<file path="src/core/dss_pkg.sv">
/*
 Constants for the disk sector sequencer: register offsets, instruction layout,
 branch codes and interrupt bits. Assumes a 32-bit classic Wishbone host.
*/
package dss_pkg;
	localparam int DSS_AW = 6;
	// Register byte offsets
	localparam logic [5:0] DSS_CTRL = 6'h00;
	localparam logic [5:0] DSS_STATUS = 6'h04;
	localparam logic [5:0] DSS_BRANCH = 6'h08;
	localparam logic [5:0] DSS_MARK = 6'h0c;
	localparam logic [5:0] DSS_CFG = 6'h10;
	localparam logic [5:0] DSS_STACK = 6'h14;
	localparam logic [5:0] DSS_PADDR = 6'h18;
	localparam logic [5:0] DSS_PDATA = 6'h1c;
	localparam logic [5:0] DSS_ISTAT = 6'h20;
	localparam logic [5:0] DSS_ICLR = 6'h24;
	localparam logic [5:0] DSS_IEN = 6'h28;
	// Instruction word: next[31:24] control[23:16] count_type[15:8] data[7:0]
	localparam int DSS_NEXT_LSB = 24;
	localparam int DSS_CTL_LSB = 16;
	localparam int DSS_TYP_LSB = 8;
	// Control field bits
	localparam int DSS_C_XFER = 0;
	localparam int DSS_C_CMP = 1;
	localparam int DSS_C_RGOFF = 3;
	localparam int DSS_C_STACK = 4;
	localparam int DSS_C_RGON = 6;
	// Count/type field bits (types valid only without transfer)
	localparam int DSS_T_CLK = 5;
	localparam int DSS_T_ECC = 6;
	localparam int DSS_T_AM = 7;
	localparam int DSS_T_CNTW = 5;
	// Branch condition in next[7:5]
	localparam logic [2:0] DSS_BR_NONE = 3'h0;
	localparam logic [2:0] DSS_BR_STOP = 3'h1;
	localparam logic [2:0] DSS_BR_INDEX = 3'h3;
	localparam logic [2:0] DSS_BR_SECT = 3'h4;
	localparam logic [2:0] DSS_BR_BAD = 3'h7;
	// Control register bits
	localparam int DSS_CTRL_GO = 0;
	localparam int DSS_CTRL_ABORT = 1;
	localparam int DSS_CTRL_PC_LSB = 8;
	// Interrupt bits
	localparam int DSS_NIRQ = 4;
	localparam int DSS_I_DONE = 0;
	localparam int DSS_I_INDEX = 1;
	localparam int DSS_I_SYNC = 2;
	localparam int DSS_I_FAIL = 3;
	localparam logic [7:0] DSS_BYTE_LAST = 8'h07;
	localparam logic [2:0] DSS_BIT_HALF = 3'h4;
	typedef enum logic [1:0] {DSS_IDLE, DSS_FETCH, DSS_EXEC} dss_state_t;
endpackage

</file>
<file path="src/core/dss_top.sv">
/*
 Disk sector sequencer: microprogrammed read side of a disk controller.
 Assumes the read clock, serial data, mark detect and index come from the
 drive's data separator asynchronously and are much slower than clk_i.
*/
`timescale 1ns/1ps
`default_nettype none
// What this block does
// - Push ID bytes to stack when saving enabled
// - Compare ID bytes to instruction data field
// - Sector branch only on full match, no ECC error
// - Hunt address mark after read gate on
// - Compare only selected mark pattern bits
// - Mark detection realigns byte framing
// - Start buffer clock at sync if asked
// - Count field is bytes minus one
// - ECC instruction checks and may stack bytes
// - Wait at own address for index, branch
// - Stack push discards bottom byte
module dss_top import dss_pkg::*; #(
	parameter int RAM_DEPTH = 32,
	parameter int STACK_DEPTH = 8
) (
	input wire logic clk_i, // System clock
	input wire logic rst_i, // Synchronous reset, high
	input wire logic wb_cyc_i, // Wishbone cycle
	input wire logic wb_stb_i, // Wishbone strobe
	input wire logic wb_we_i, // Wishbone write
	input wire logic [DSS_AW-1:0] wb_adr_i, // Byte address
	input wire logic [3:0] wb_sel_i, // Byte enables
	input wire logic [31:0] wb_dat_i, // Write data
	output logic [31:0] wb_dat_o, // Read data
	output logic wb_ack_o, // Acknowledge
	input wire logic rd_clk_i, // Read clock from separator
	input wire logic nrz_i, // Serial read data
	input wire logic mark_detect_pin_i, // Mark detect from separator
	input wire logic index_i, // Index pulse from drive
	output logic read_gate_o, // Read gate to drive
	output logic buffer_transfer_clock_o, // Buffer transfer clock
	output logic [7:0] buf_data_o, // Byte to buffer memory
	output logic buf_we_o, // Buffer write pulse
	output logic irq_o // Level interrupt
);
	localparam int PW = $clog2(RAM_DEPTH);
	localparam int SW = $clog2(STACK_DEPTH);
	if (RAM_DEPTH < 2 || RAM_DEPTH > 32 || (1 << PW) != RAM_DEPTH) begin : g_chk_ram
		$error("RAM_DEPTH must be a power of two from 2 to 32");
	end
	if (STACK_DEPTH < 2) begin : g_chk_stk
		$error("STACK_DEPTH must be at least 2");
	end

	////////////////////////////////////////////////////////////////////////
	// Input synchronisers and edge detection
	logic [3:0] in_s1_reg, in_s2_reg, in_s3_reg;
	always_ff @(posedge clk_i) begin
		if (rst_i) begin
			in_s1_reg <= 4'h0;
			in_s2_reg <= 4'h0;
			in_s3_reg <= 4'h0;
		end else begin
			in_s1_reg <= {index_i, mark_detect_pin_i, nrz_i, rd_clk_i};
			in_s2_reg <= in_s1_reg;
			in_s3_reg <= in_s2_reg;
		end
	end
	// Data is sampled at the synchronised read clock edge, same depth as the clock
	wire bit_tick = in_s2_reg[0] & ~in_s3_reg[0];
	wire nrz_bit = in_s2_reg[1];
	wire mark_seen = in_s2_reg[2];
	wire index_tick = in_s2_reg[3] & ~in_s3_reg[3];

	////////////////////////////////////////////////////////////////////////
	// Registers
	logic [31:0] ram [RAM_DEPTH];
	logic [7:0] branch_address_register, mark_pattern_register;
	logic [2:0] mark_compare_width;
	logic [PW-1:0] paddr_reg;
	logic [DSS_NIRQ-1:0] ien_reg, istat_reg, ev_next;
	logic [7:0] stack [STACK_DEPTH];
	logic ack_reg;
	logic [31:0] rdat_reg;
	wire wb_req = wb_cyc_i & wb_stb_i & ~ack_reg;
	wire wb_wr = wb_req & wb_we_i & wb_sel_i[0];
	wire wb_rd = wb_req & ~wb_we_i;
	wire go = wb_wr && wb_adr_i == DSS_CTRL && wb_dat_i[DSS_CTRL_GO];
	wire abort = wb_wr && wb_adr_i == DSS_CTRL && wb_dat_i[DSS_CTRL_ABORT];

	always_ff @(posedge clk_i) begin
		if (rst_i) begin
			branch_address_register <= 8'h00;
			mark_pattern_register <= 8'h00;
			mark_compare_width <= 3'h7;
			paddr_reg <= '0;
			ien_reg <= '0;
		end else if (wb_wr) begin
			case (wb_adr_i)
				DSS_BRANCH: branch_address_register <= wb_dat_i[7:0];
				DSS_MARK: mark_pattern_register <= wb_dat_i[7:0];
				DSS_CFG: mark_compare_width <= wb_dat_i[2:0];
				DSS_PADDR: paddr_reg <= wb_dat_i[PW-1:0];
				DSS_PDATA: paddr_reg <= paddr_reg + 1'b1;
				DSS_IEN: ien_reg <= wb_dat_i[DSS_NIRQ-1:0];
				default: ;
			endcase
		end
	end

	// Program RAM; full words need all lanes
	always_ff @(posedge clk_i) begin
		if (wb_req && wb_we_i && wb_sel_i == 4'hf && wb_adr_i == DSS_PDATA) begin
			ram[paddr_reg] <= wb_dat_i;
		end
	end

	////////////////////////////////////////////////////////////////////////
	// Sequencer
	dss_state_t state_reg;
	logic [PW-1:0] pc_reg;
	logic [31:0] ins_reg;
	logic [7:0] cnt_reg, shift_reg, ecc_reg;
	logic [2:0] bit_reg;
	logic synced_reg, cmp_fail_reg, ecc_err_reg, clk_run_reg, rg_reg;
	wire [7:0] ctl = ins_reg[DSS_CTL_LSB+:8];
	wire [7:0] typ = ins_reg[DSS_TYP_LSB+:8];
	wire [7:0] nxt = ins_reg[DSS_NEXT_LSB+:8];
	wire [2:0] br = nxt[7:5];
	wire xfer = ctl[DSS_C_XFER];
	wire is_am = ~xfer & typ[DSS_T_AM];
	wire is_ecc = ~xfer & typ[DSS_T_ECC];
	wire is_clk = ~xfer & typ[DSS_T_CLK];
	wire exec = state_reg == DSS_EXEC;
	wire [7:0] shifted = {shift_reg[6:0], nrz_bit};
	wire [7:0] mmask = 8'hff << (3'h7 - mark_compare_width);
	wire hunting = exec && is_am && !synced_reg && rg_reg && br != DSS_BR_INDEX;
	wire am_hit = hunting && bit_tick && mark_seen
		&& ((shifted ^ mark_pattern_register) & mmask) == 8'h00;
	wire byte_done = am_hit || (exec && synced_reg && bit_tick && bit_reg == DSS_BYTE_LAST[2:0]);
	wire [7:0] byte_val = shifted;
	wire ecc_bad = (ecc_reg ^ byte_val) != 8'h00;
	// An instruction with nothing to frame ends at once
	wire quick = exec && br != DSS_BR_INDEX && !is_am && !synced_reg;
	wire last = (byte_done && cnt_reg == 8'h00) || quick;
	wire idx_done = exec && br == DSS_BR_INDEX && index_tick;
	wire cmp_bad = byte_done && ctl[DSS_C_CMP] && byte_val != ins_reg[7:0];
	wire ecc_now = byte_done && is_ecc && last && ecc_bad;
	wire fail_all = cmp_fail_reg | cmp_bad | ecc_err_reg | ecc_now;
	logic [PW-1:0] pc_next;

	always_comb begin
		pc_next = nxt[PW-1:0];
		case (br)
			DSS_BR_INDEX: pc_next = branch_address_register[PW-1:0];
			DSS_BR_SECT: pc_next = fail_all ? pc_reg + 1'b1
				: branch_address_register[PW-1:0];
			DSS_BR_BAD: pc_next = (cmp_fail_reg | cmp_bad) ? branch_address_register[PW-1:0]
				: nxt[PW-1:0];
			default: pc_next = nxt[PW-1:0];
		endcase
	end

	always_ff @(posedge clk_i) begin
		if (rst_i || abort) begin
			state_reg <= DSS_IDLE;
			pc_reg <= '0;
			ins_reg <= 32'h0;
			cnt_reg <= 8'h00;
		end else begin
			case (state_reg)
				DSS_IDLE: if (go) begin
					pc_reg <= wb_dat_i[DSS_CTRL_PC_LSB+:PW];
					state_reg <= DSS_FETCH;
				end
				DSS_FETCH: begin
					ins_reg <= ram[pc_reg];
					cnt_reg <= ram[pc_reg][DSS_CTL_LSB+DSS_C_XFER] ? ram[pc_reg][DSS_TYP_LSB+:8]
						: {3'h0, ram[pc_reg][DSS_TYP_LSB+:DSS_T_CNTW]};
					state_reg <= DSS_EXEC;
				end
				DSS_EXEC: if (last || idx_done) begin
					pc_reg <= pc_next;
					state_reg <= (br == DSS_BR_STOP) ? DSS_IDLE : DSS_FETCH;
				end else if (byte_done) begin
					cnt_reg <= cnt_reg - 1'b1;
				end
				default: state_reg <= DSS_IDLE;
			endcase
		end
	end

	// Read gate and byte framing
	always_ff @(posedge clk_i) begin
		if (rst_i || abort) begin
			rg_reg <= 1'b0;
			synced_reg <= 1'b0;
			bit_reg <= 3'h0;
			shift_reg <= 8'h00;
			clk_run_reg <= 1'b0;
		end else begin
			if (state_reg == DSS_FETCH && ram[pc_reg][DSS_CTL_LSB+DSS_C_RGON]) begin
				rg_reg <= 1'b1;
			end else if (state_reg == DSS_FETCH && ram[pc_reg][DSS_CTL_LSB+DSS_C_RGOFF]) begin
				rg_reg <= 1'b0;
			end
			if (bit_tick) begin
				shift_reg <= shifted;
				bit_reg <= bit_reg + 1'b1;
			end
			if (am_hit) begin
				synced_reg <= 1'b1;
				bit_reg <= 3'h0;
				clk_run_reg <= clk_run_reg | is_clk;
			end
			if (!rg_reg || (exec && last && br == DSS_BR_STOP)) begin
				synced_reg <= 1'b0;
				clk_run_reg <= 1'b0;
			end
		end
	end

	// Compare and ECC results; cleared when a sequence starts
	always_ff @(posedge clk_i) begin
		if (rst_i) begin
			cmp_fail_reg <= 1'b0;
			ecc_err_reg <= 1'b0;
			ecc_reg <= 8'h00;
		end else begin
			// A result in the cycle of a new start is kept: set wins over clear
			cmp_fail_reg <= (cmp_fail_reg & ~go) | cmp_bad;
			ecc_err_reg <= (ecc_err_reg & ~go) | ecc_now;
			// Field check: XOR of all bytes since the mark, ECC bytes included, must be zero
			if (go || am_hit) begin
				ecc_reg <= 8'h00;
			end else if (byte_done) begin
				ecc_reg <= is_ecc && last ? 8'h00 : ecc_reg ^ byte_val;
			end
		end
	end

	////////////////////////////////////////////////////////////////////////
	// Stack: push wins over a same-cycle read recirculation
	wire push = byte_done && ctl[DSS_C_STACK];
	wire pop = wb_rd && wb_adr_i == DSS_STACK;
	always_ff @(posedge clk_i) begin
		if (rst_i) begin
			for (int i = 0; i < STACK_DEPTH; i++) begin
				stack[i] <= 8'h00;
			end
		end else if (push) begin
			stack[0] <= byte_val;
			for (int i = 1; i < STACK_DEPTH; i++) begin
				stack[i] <= stack[i-1];
			end
		end else if (pop) begin
			stack[STACK_DEPTH-1] <= stack[0];
			for (int i = 0; i < STACK_DEPTH - 1; i++) begin
				stack[i] <= stack[i+1];
			end
		end
	end

	////////////////////////////////////////////////////////////////////////
	// Buffer side
	always_ff @(posedge clk_i) begin
		if (rst_i) begin
			buf_data_o <= 8'h00;
			buf_we_o <= 1'b0;
			buffer_transfer_clock_o <= 1'b0;
			read_gate_o <= 1'b0;
		end else begin
			buf_we_o <= byte_done && xfer;
			if (byte_done && xfer) begin
				buf_data_o <= byte_val;
			end
			// High over the back half of a byte in progress, so a byte that ends
			// a sequence cannot leave a stray short pulse behind it
			buffer_transfer_clock_o <= clk_run_reg && synced_reg && bit_reg >= DSS_BIT_HALF;
			read_gate_o <= rg_reg;
		end
	end

	////////////////////////////////////////////////////////////////////////
	// Interrupts: set wins over clear
	always_comb begin
		ev_next = '0;
		ev_next[DSS_I_DONE] = exec && (last || idx_done) && br == DSS_BR_STOP;
		ev_next[DSS_I_INDEX] = index_tick;
		ev_next[DSS_I_SYNC] = am_hit;
		ev_next[DSS_I_FAIL] = cmp_bad | ecc_now;
	end
	wire [DSS_NIRQ-1:0] clr = (wb_wr && wb_adr_i == DSS_ICLR) ? wb_dat_i[DSS_NIRQ-1:0] : '0;
	always_ff @(posedge clk_i) begin
		if (rst_i) begin
			istat_reg <= '0;
			irq_o <= 1'b0;
		end else begin
			istat_reg <= (istat_reg & ~clr) | ev_next;
			irq_o <= |(((istat_reg & ~clr) | ev_next) & ien_reg);
		end
	end

	////////////////////////////////////////////////////////////////////////
	// Wishbone read path, one-cycle answer
	always_ff @(posedge clk_i) begin
		if (rst_i) begin
			ack_reg <= 1'b0;
			rdat_reg <= 32'h0;
		end else begin
			ack_reg <= wb_req;
			rdat_reg <= 32'h0;
			if (wb_rd) begin
				case (wb_adr_i)
					DSS_STATUS: rdat_reg <= {16'h0, 3'h0, pc_reg[PW-1:0] | 5'h00,
						1'b0, clk_run_reg, rg_reg, synced_reg,
						ecc_err_reg, cmp_fail_reg, state_reg};
					DSS_BRANCH: rdat_reg <= {24'h0, branch_address_register};
					DSS_MARK: rdat_reg <= {24'h0, mark_pattern_register};
					DSS_CFG: rdat_reg <= {29'h0, mark_compare_width};
					DSS_STACK: rdat_reg <= {24'h0, stack[0]};
					DSS_PADDR: rdat_reg <= {{(32-PW){1'b0}}, paddr_reg};
					DSS_PDATA: rdat_reg <= ram[paddr_reg];
					DSS_ISTAT: rdat_reg <= {{(32-DSS_NIRQ){1'b0}}, istat_reg};
					DSS_IEN: rdat_reg <= {{(32-DSS_NIRQ){1'b0}}, ien_reg};
					default: rdat_reg <= 32'h0;
				endcase
			end
		end
	end
	assign wb_ack_o = ack_reg;
	assign wb_dat_o = rdat_reg;
endmodule
`default_nettype wire

</file>
<file path="config.mk">
export PLATFORM = sky130hd
export DESIGN_NAME = dss_top
export DESIGN_NICKNAME = d
export VERILOG_FILES = /design/src/core/dss_pkg.sv /design/src/core/dss_top.sv
export SDC_FILE = /design/constraint.sdc
export NUM_CORES = 2
export LEC_CHECK = 0
export BUFFER_PORTS_ARGS = -buffer_cell sky130_fd_sc_hd__clkbuf_2
export CAP_MARGIN = 15
export CORE_MARGIN = 1.5
export CORE_UTILIZATION = 50
export DETAILED_ROUTE_END_ITERATION = 10
export HOLD_SLACK_MARGIN = 0.05
export PLACE_DENSITY_LB_ADDON = 0.15
export SYNTH_ARGS = -nofsm -noshare
export SYNTH_HDL_FRONTEND = slang
export SYNTH_SLANG_ARGS = --single-unit
</file>
<file path="constraint.sdc">
create_clock -name clk_i -period 5.2 [get_ports clk_i]
set_input_delay 0.26 -clock clk_i [delete_from_list [all_inputs] [get_ports clk_i]]
set_output_delay 0.26 -clock clk_i [all_outputs]
set_load 0.01 [all_outputs]
</file>
==> impl_metrics.csv <==
group,metric,value,unit
logic_synthesis,largest_family_of_logic_cells_by_synthesized_area,"multiplexers",
logic_synthesis,post_synth_xor_area_fraction,0.00442,
min_path,timing.hold.worst_path_depth,1,
timing,whs,0.147,ns
logic_synthesis,yosys_warnings,0,
flow_run,maxCapViolCount,0,
timing,finClkSkew,0.0290,ns
grt,gr-total-overflow,0,
worst_setup_path,critical_path_required,5.60,ns
die,die_x,336,um
die,floorplan.core_area,109000,sq um
timing,final.setup.tns,0,ns
worst_setup_path,cpLargestDelayFamily,"simple AND/OR/NAND/NOR gates",
worst_setup_path,critPathCaptureType,"register",
worst_setup_path,arrival,4.86,ns
die,die_h,336,um
worst_setup_path,cp.buffers_inverters,1,
logic_synthesis,synth.ff_latch_count,1245,
logic_synthesis,synth-compound-area-share,0.0332,
die,std_cell_rows,121,
timing,maximum_achievable_frequency,224,MHz
layout,area_growth_syn_to_layout,13.1,%
logic_synthesis,netlist-cell-type-count,75,
worst_setup_path,number_of_cells_on_the_worst_reg_to_reg_path,7,
die,top_level_ports,96,
placed_design,buffer_ports.inserted,95,
detailed_routing,detail_route.wirelength.met1,60200,um
detailed_routing,totalWireLength,152000,um
worst_setup_path,worst_r2r_startpoint,"wb_ack_o$_SDFF_PP0_",
power,power.density_cell_area,338,nW/um^2
detailed_routing,route.met2.wl,75200,um
worst_setup_path,slowest_cell_on_the_critical_path,"nor2_4",
cts,clkTransAtPathRegs,0.06,ns
power,total_leakage_power,18.9,nW
detailed_routing,drt_first_pass_iters,7,
worst_setup_path,cpPeakStageDelay,0.96,ns
placed_design,globalplace.congestion,0.961,
min_path,hp-class,"primary input to register",
timing,finalSetupViolations,0,
worst_setup_path,crit_path_start,"wb_ack_o$_SDFF_PP0_",
layout,post_route_cells_drive_above_1_share,0.354,
placed_design,post_placement_cell_area,58200,sq um
min_path,min_delay_worst_endpoint,"ram[16][1]$_DFFE_PP_",
timing,unrepaired_setup_endpoints_after_global_routing,"false",
outcome,status,"finished, final reports clean",
logic_synthesis,synth_edf_count,1080,
detailed_routing,detailroute.wirelength.met3,12900,um
layout,largest_register_ff_count,1024,
grt,antenna_violations_before_repair,1,
cts,cts_resized,0,
timing,maxSlewHeadroom,0.209,
layout,registers.top_by_ff_count,"ram",
grt,grt_util_all_layers,0.275,
timing,tightestPinTransition,1.15,ns
logic_synthesis,synth_top_cell_area_share,0.585,
detailed_routing,ant_nets,0,
worst_setup_path,path_class,"register to register",
cts,cts_max_level,4,
die,fp.dieArea,113000,sq um
cts,cts_inserted_buffers,134,
placed_design,place_hpwl,93700,um
logic_synthesis,ys_dominant_reg_cell,"edfxtp_1",
cts,tritoncts_clock_tree,"yes",
layout,design.final.nets,3018,
cts,clock_tree.root_cell,"clkbuf_16",
grt,grt_pass1_wl,221000,um
cts,clkSinkCount,1245,
timing,final_period_minus_worst_setup_slack,4.45,ns
logic_synthesis,ys_seq_area_frac,0.645,
detailed_routing,avgRoutedWirePerCell,33.6,um
detailed_routing,route.detailed.drc,0,
logic_synthesis,postSynthNetCount,2885,
logic_synthesis,post_synth_mux_area_share,0.267,
logic_synthesis,post_synth_and_or_nand_nor_area_fraction,0.0305,
power,vdd.ir_drop.worst,0.310,mV
detailed_routing,detail_route.iter0.violations,3981,
layout,area_used_by_multi_input_combinational_logic,19000,sq um
timing,post-route-period-util,0.857,
worst_setup_path,rrSetupSlack,0.75,ns
logic_synthesis,synthesis.area,55400,sq um
timing,report.final.slew_viol_count,0,
worst_setup_path,crit_path_start_kind,"register",
worst_setup_path,r2r-end,"ram[15][15]$_DFFE_PP_",
logic_synthesis,ys_async_sr_fraction,0,
grt,grt_pass1_vias,31200,
logic_synthesis,synthesis.instances,2821,
grt,pin_count_of_the_biggest_net_entering_global_routing,67,
die,initial_core_util,0.506,
logic_synthesis,avgSynthCellArea,19.7,sq um
logic_synthesis,synth_area_leaders,"edfxtp_1 59%, mux4_2 25%, dfxtp_1 6.0%, mux2i_1 1.6%, nor2_1 1.1%",
timing,finalHoldViolations,0,
layout,area.sequential,35800,sq um
detailed_routing,dr_total_vias,30700,
logic_synthesis,synth_adder_area_share,0.00293,
cts,cts_max_path_buffers,3,
logic_synthesis,synth_most_common_cell,"edfxtp_1",
worst_setup_path,critical_path_peak_fanout,17,
min_path,min_from,"wb_dat_i[1]",
cts,clk-insertion-delay-late,0.74,ns
logic_synthesis,synth_largest_area_cell,"edfxtp_1",
layout,post-route-cell-area,62700,sq um
detailed_routing,post_drt_via_cell_ratio,6.76,
layout,fillCellCount,7997,
worst_setup_path,crit_chain,"nand3b_1 > nor2_1 > nand3_1 > nor3_1 > nand2_1 > nor2_4 > buf_4",
logic_synthesis,netlist_top_cells_count,"1080 x edfxtp_1, 610 x mux4_2, 165 x dfxtp_1, 159 x nor2_1, 92 x clkbuf_1",
detailed_routing,top_routing_layer_in_use,"met4",
[report_power, final]
part,internal (mW),switching [mW]
clock,5.63,3.95
sequential,10.9,0.0638
combinational,0.259,0.419
total,16.8,4.43
[cells by family after synthesis]
family                   Yosys count
multiplexers                     714
XOR/XNOR                          28
adder cells (fa/ha/maj)           13
flip-flops                      1245
buffers and inverters            216
AND/OR/NAND/NOR                  358
AO/OA/AOI/OAI                    247
[cell usage in the layout (no fill, tap or decap), types with 15 or more instances in the layout]
master / synthesis / final
edfxtp_1: 1080 / 1080
mux4_2: 610 / 610
dfxtp_1: 165 / 155
clkbuf_16: 0 / 140
nor2_1: 159 / 126
clkbuf_2: 0 / 95
mux2i_1: 88 / 88
nand2_1: 79 / 79
buf_4: 5 / 71
a22o_1: 63 / 63
a21oi_1: 49 / 49
a211oi_1: 34 / 33
nor2_4: 0 / 32
clkbuf_1: 92 / 28
nor2b_1: 27 / 27
buf_12: 0 / 25
xor2_1: 21 / 21
clkinv_2: 0 / 20
clkbuf_8: 0 / 20
o21ai_0: 18 / 18
nor3_1: 16 / 16
mux2_2: 16 / 16
nand3b_1: 15 / 15
[cell type report]
cell class / count / area share
multi-input combinational: 1360 / 0.303
inverter: 13 / 0.000779
tap: 1476 / 0.0295
sequential: 1245 / 0.571
antenna: 1 / 0.0000399
clock buffer: 189 / 0.0621
clock inverter: 53 / 0.00844
timing repair buffer: 200 / 0.0255
[what timing repair did]
action                     CTS  global route
hold endpoints to repair    27             0
buffers inserted             0             0
setup endpoints to repair    0             0
hold buffers                 9             0
[worst register-to-register path: cells and delay by family, from the launching register on]
kind / cells / cell delay, ns
AND/OR/NAND/NOR: 6 / 3.40
buffers and inverters: 1 / 0.43
flip-flops: 1 / 0.31
[layer usage]
layer,GRT usage,up-vias
met4,0.0807,0
met1,0.384,16500
li1,-,12300
met2,0.446,1662
met5,0,-
met3,0.0512,237
[metrics by stage]
stage	instances	setup slack [ns]	power, mW	util
6_report	4537	0.745	21.2	0.573
5_1_grt	4537	0.637	21.8	0.573
4_1_cts	4536	0.916	21.3	0.573
3_5_place_dp	4285	0.703	11.8	0.531
3_3_place_gp	4284	0.936	11.8	0.531
2_1_floorplan	2821	1.80	11.5	-
[worst max-delay path by stage]
stage | endpoint | slack (ns) | cells past startpoint
floorplan | ram[14][0]$_DFFE_PP_ | 1.80 | 6
global placement | ram[22][21]$_DFFE_PP_ | 0.94 | 8
detailed placement | ram[15][16]$_DFFE_PP_ | 0.70 | 8
CTS | ram[15][19]$_DFFE_PP_ | 0.92 | 7
global route | ram[15][15]$_DFFE_PP_ | 0.64 | 7
finish | ram[15][15]$_DFFE_PP_ | 0.75 | 7
No activity file was read; power rests on OpenSTA's default activity.
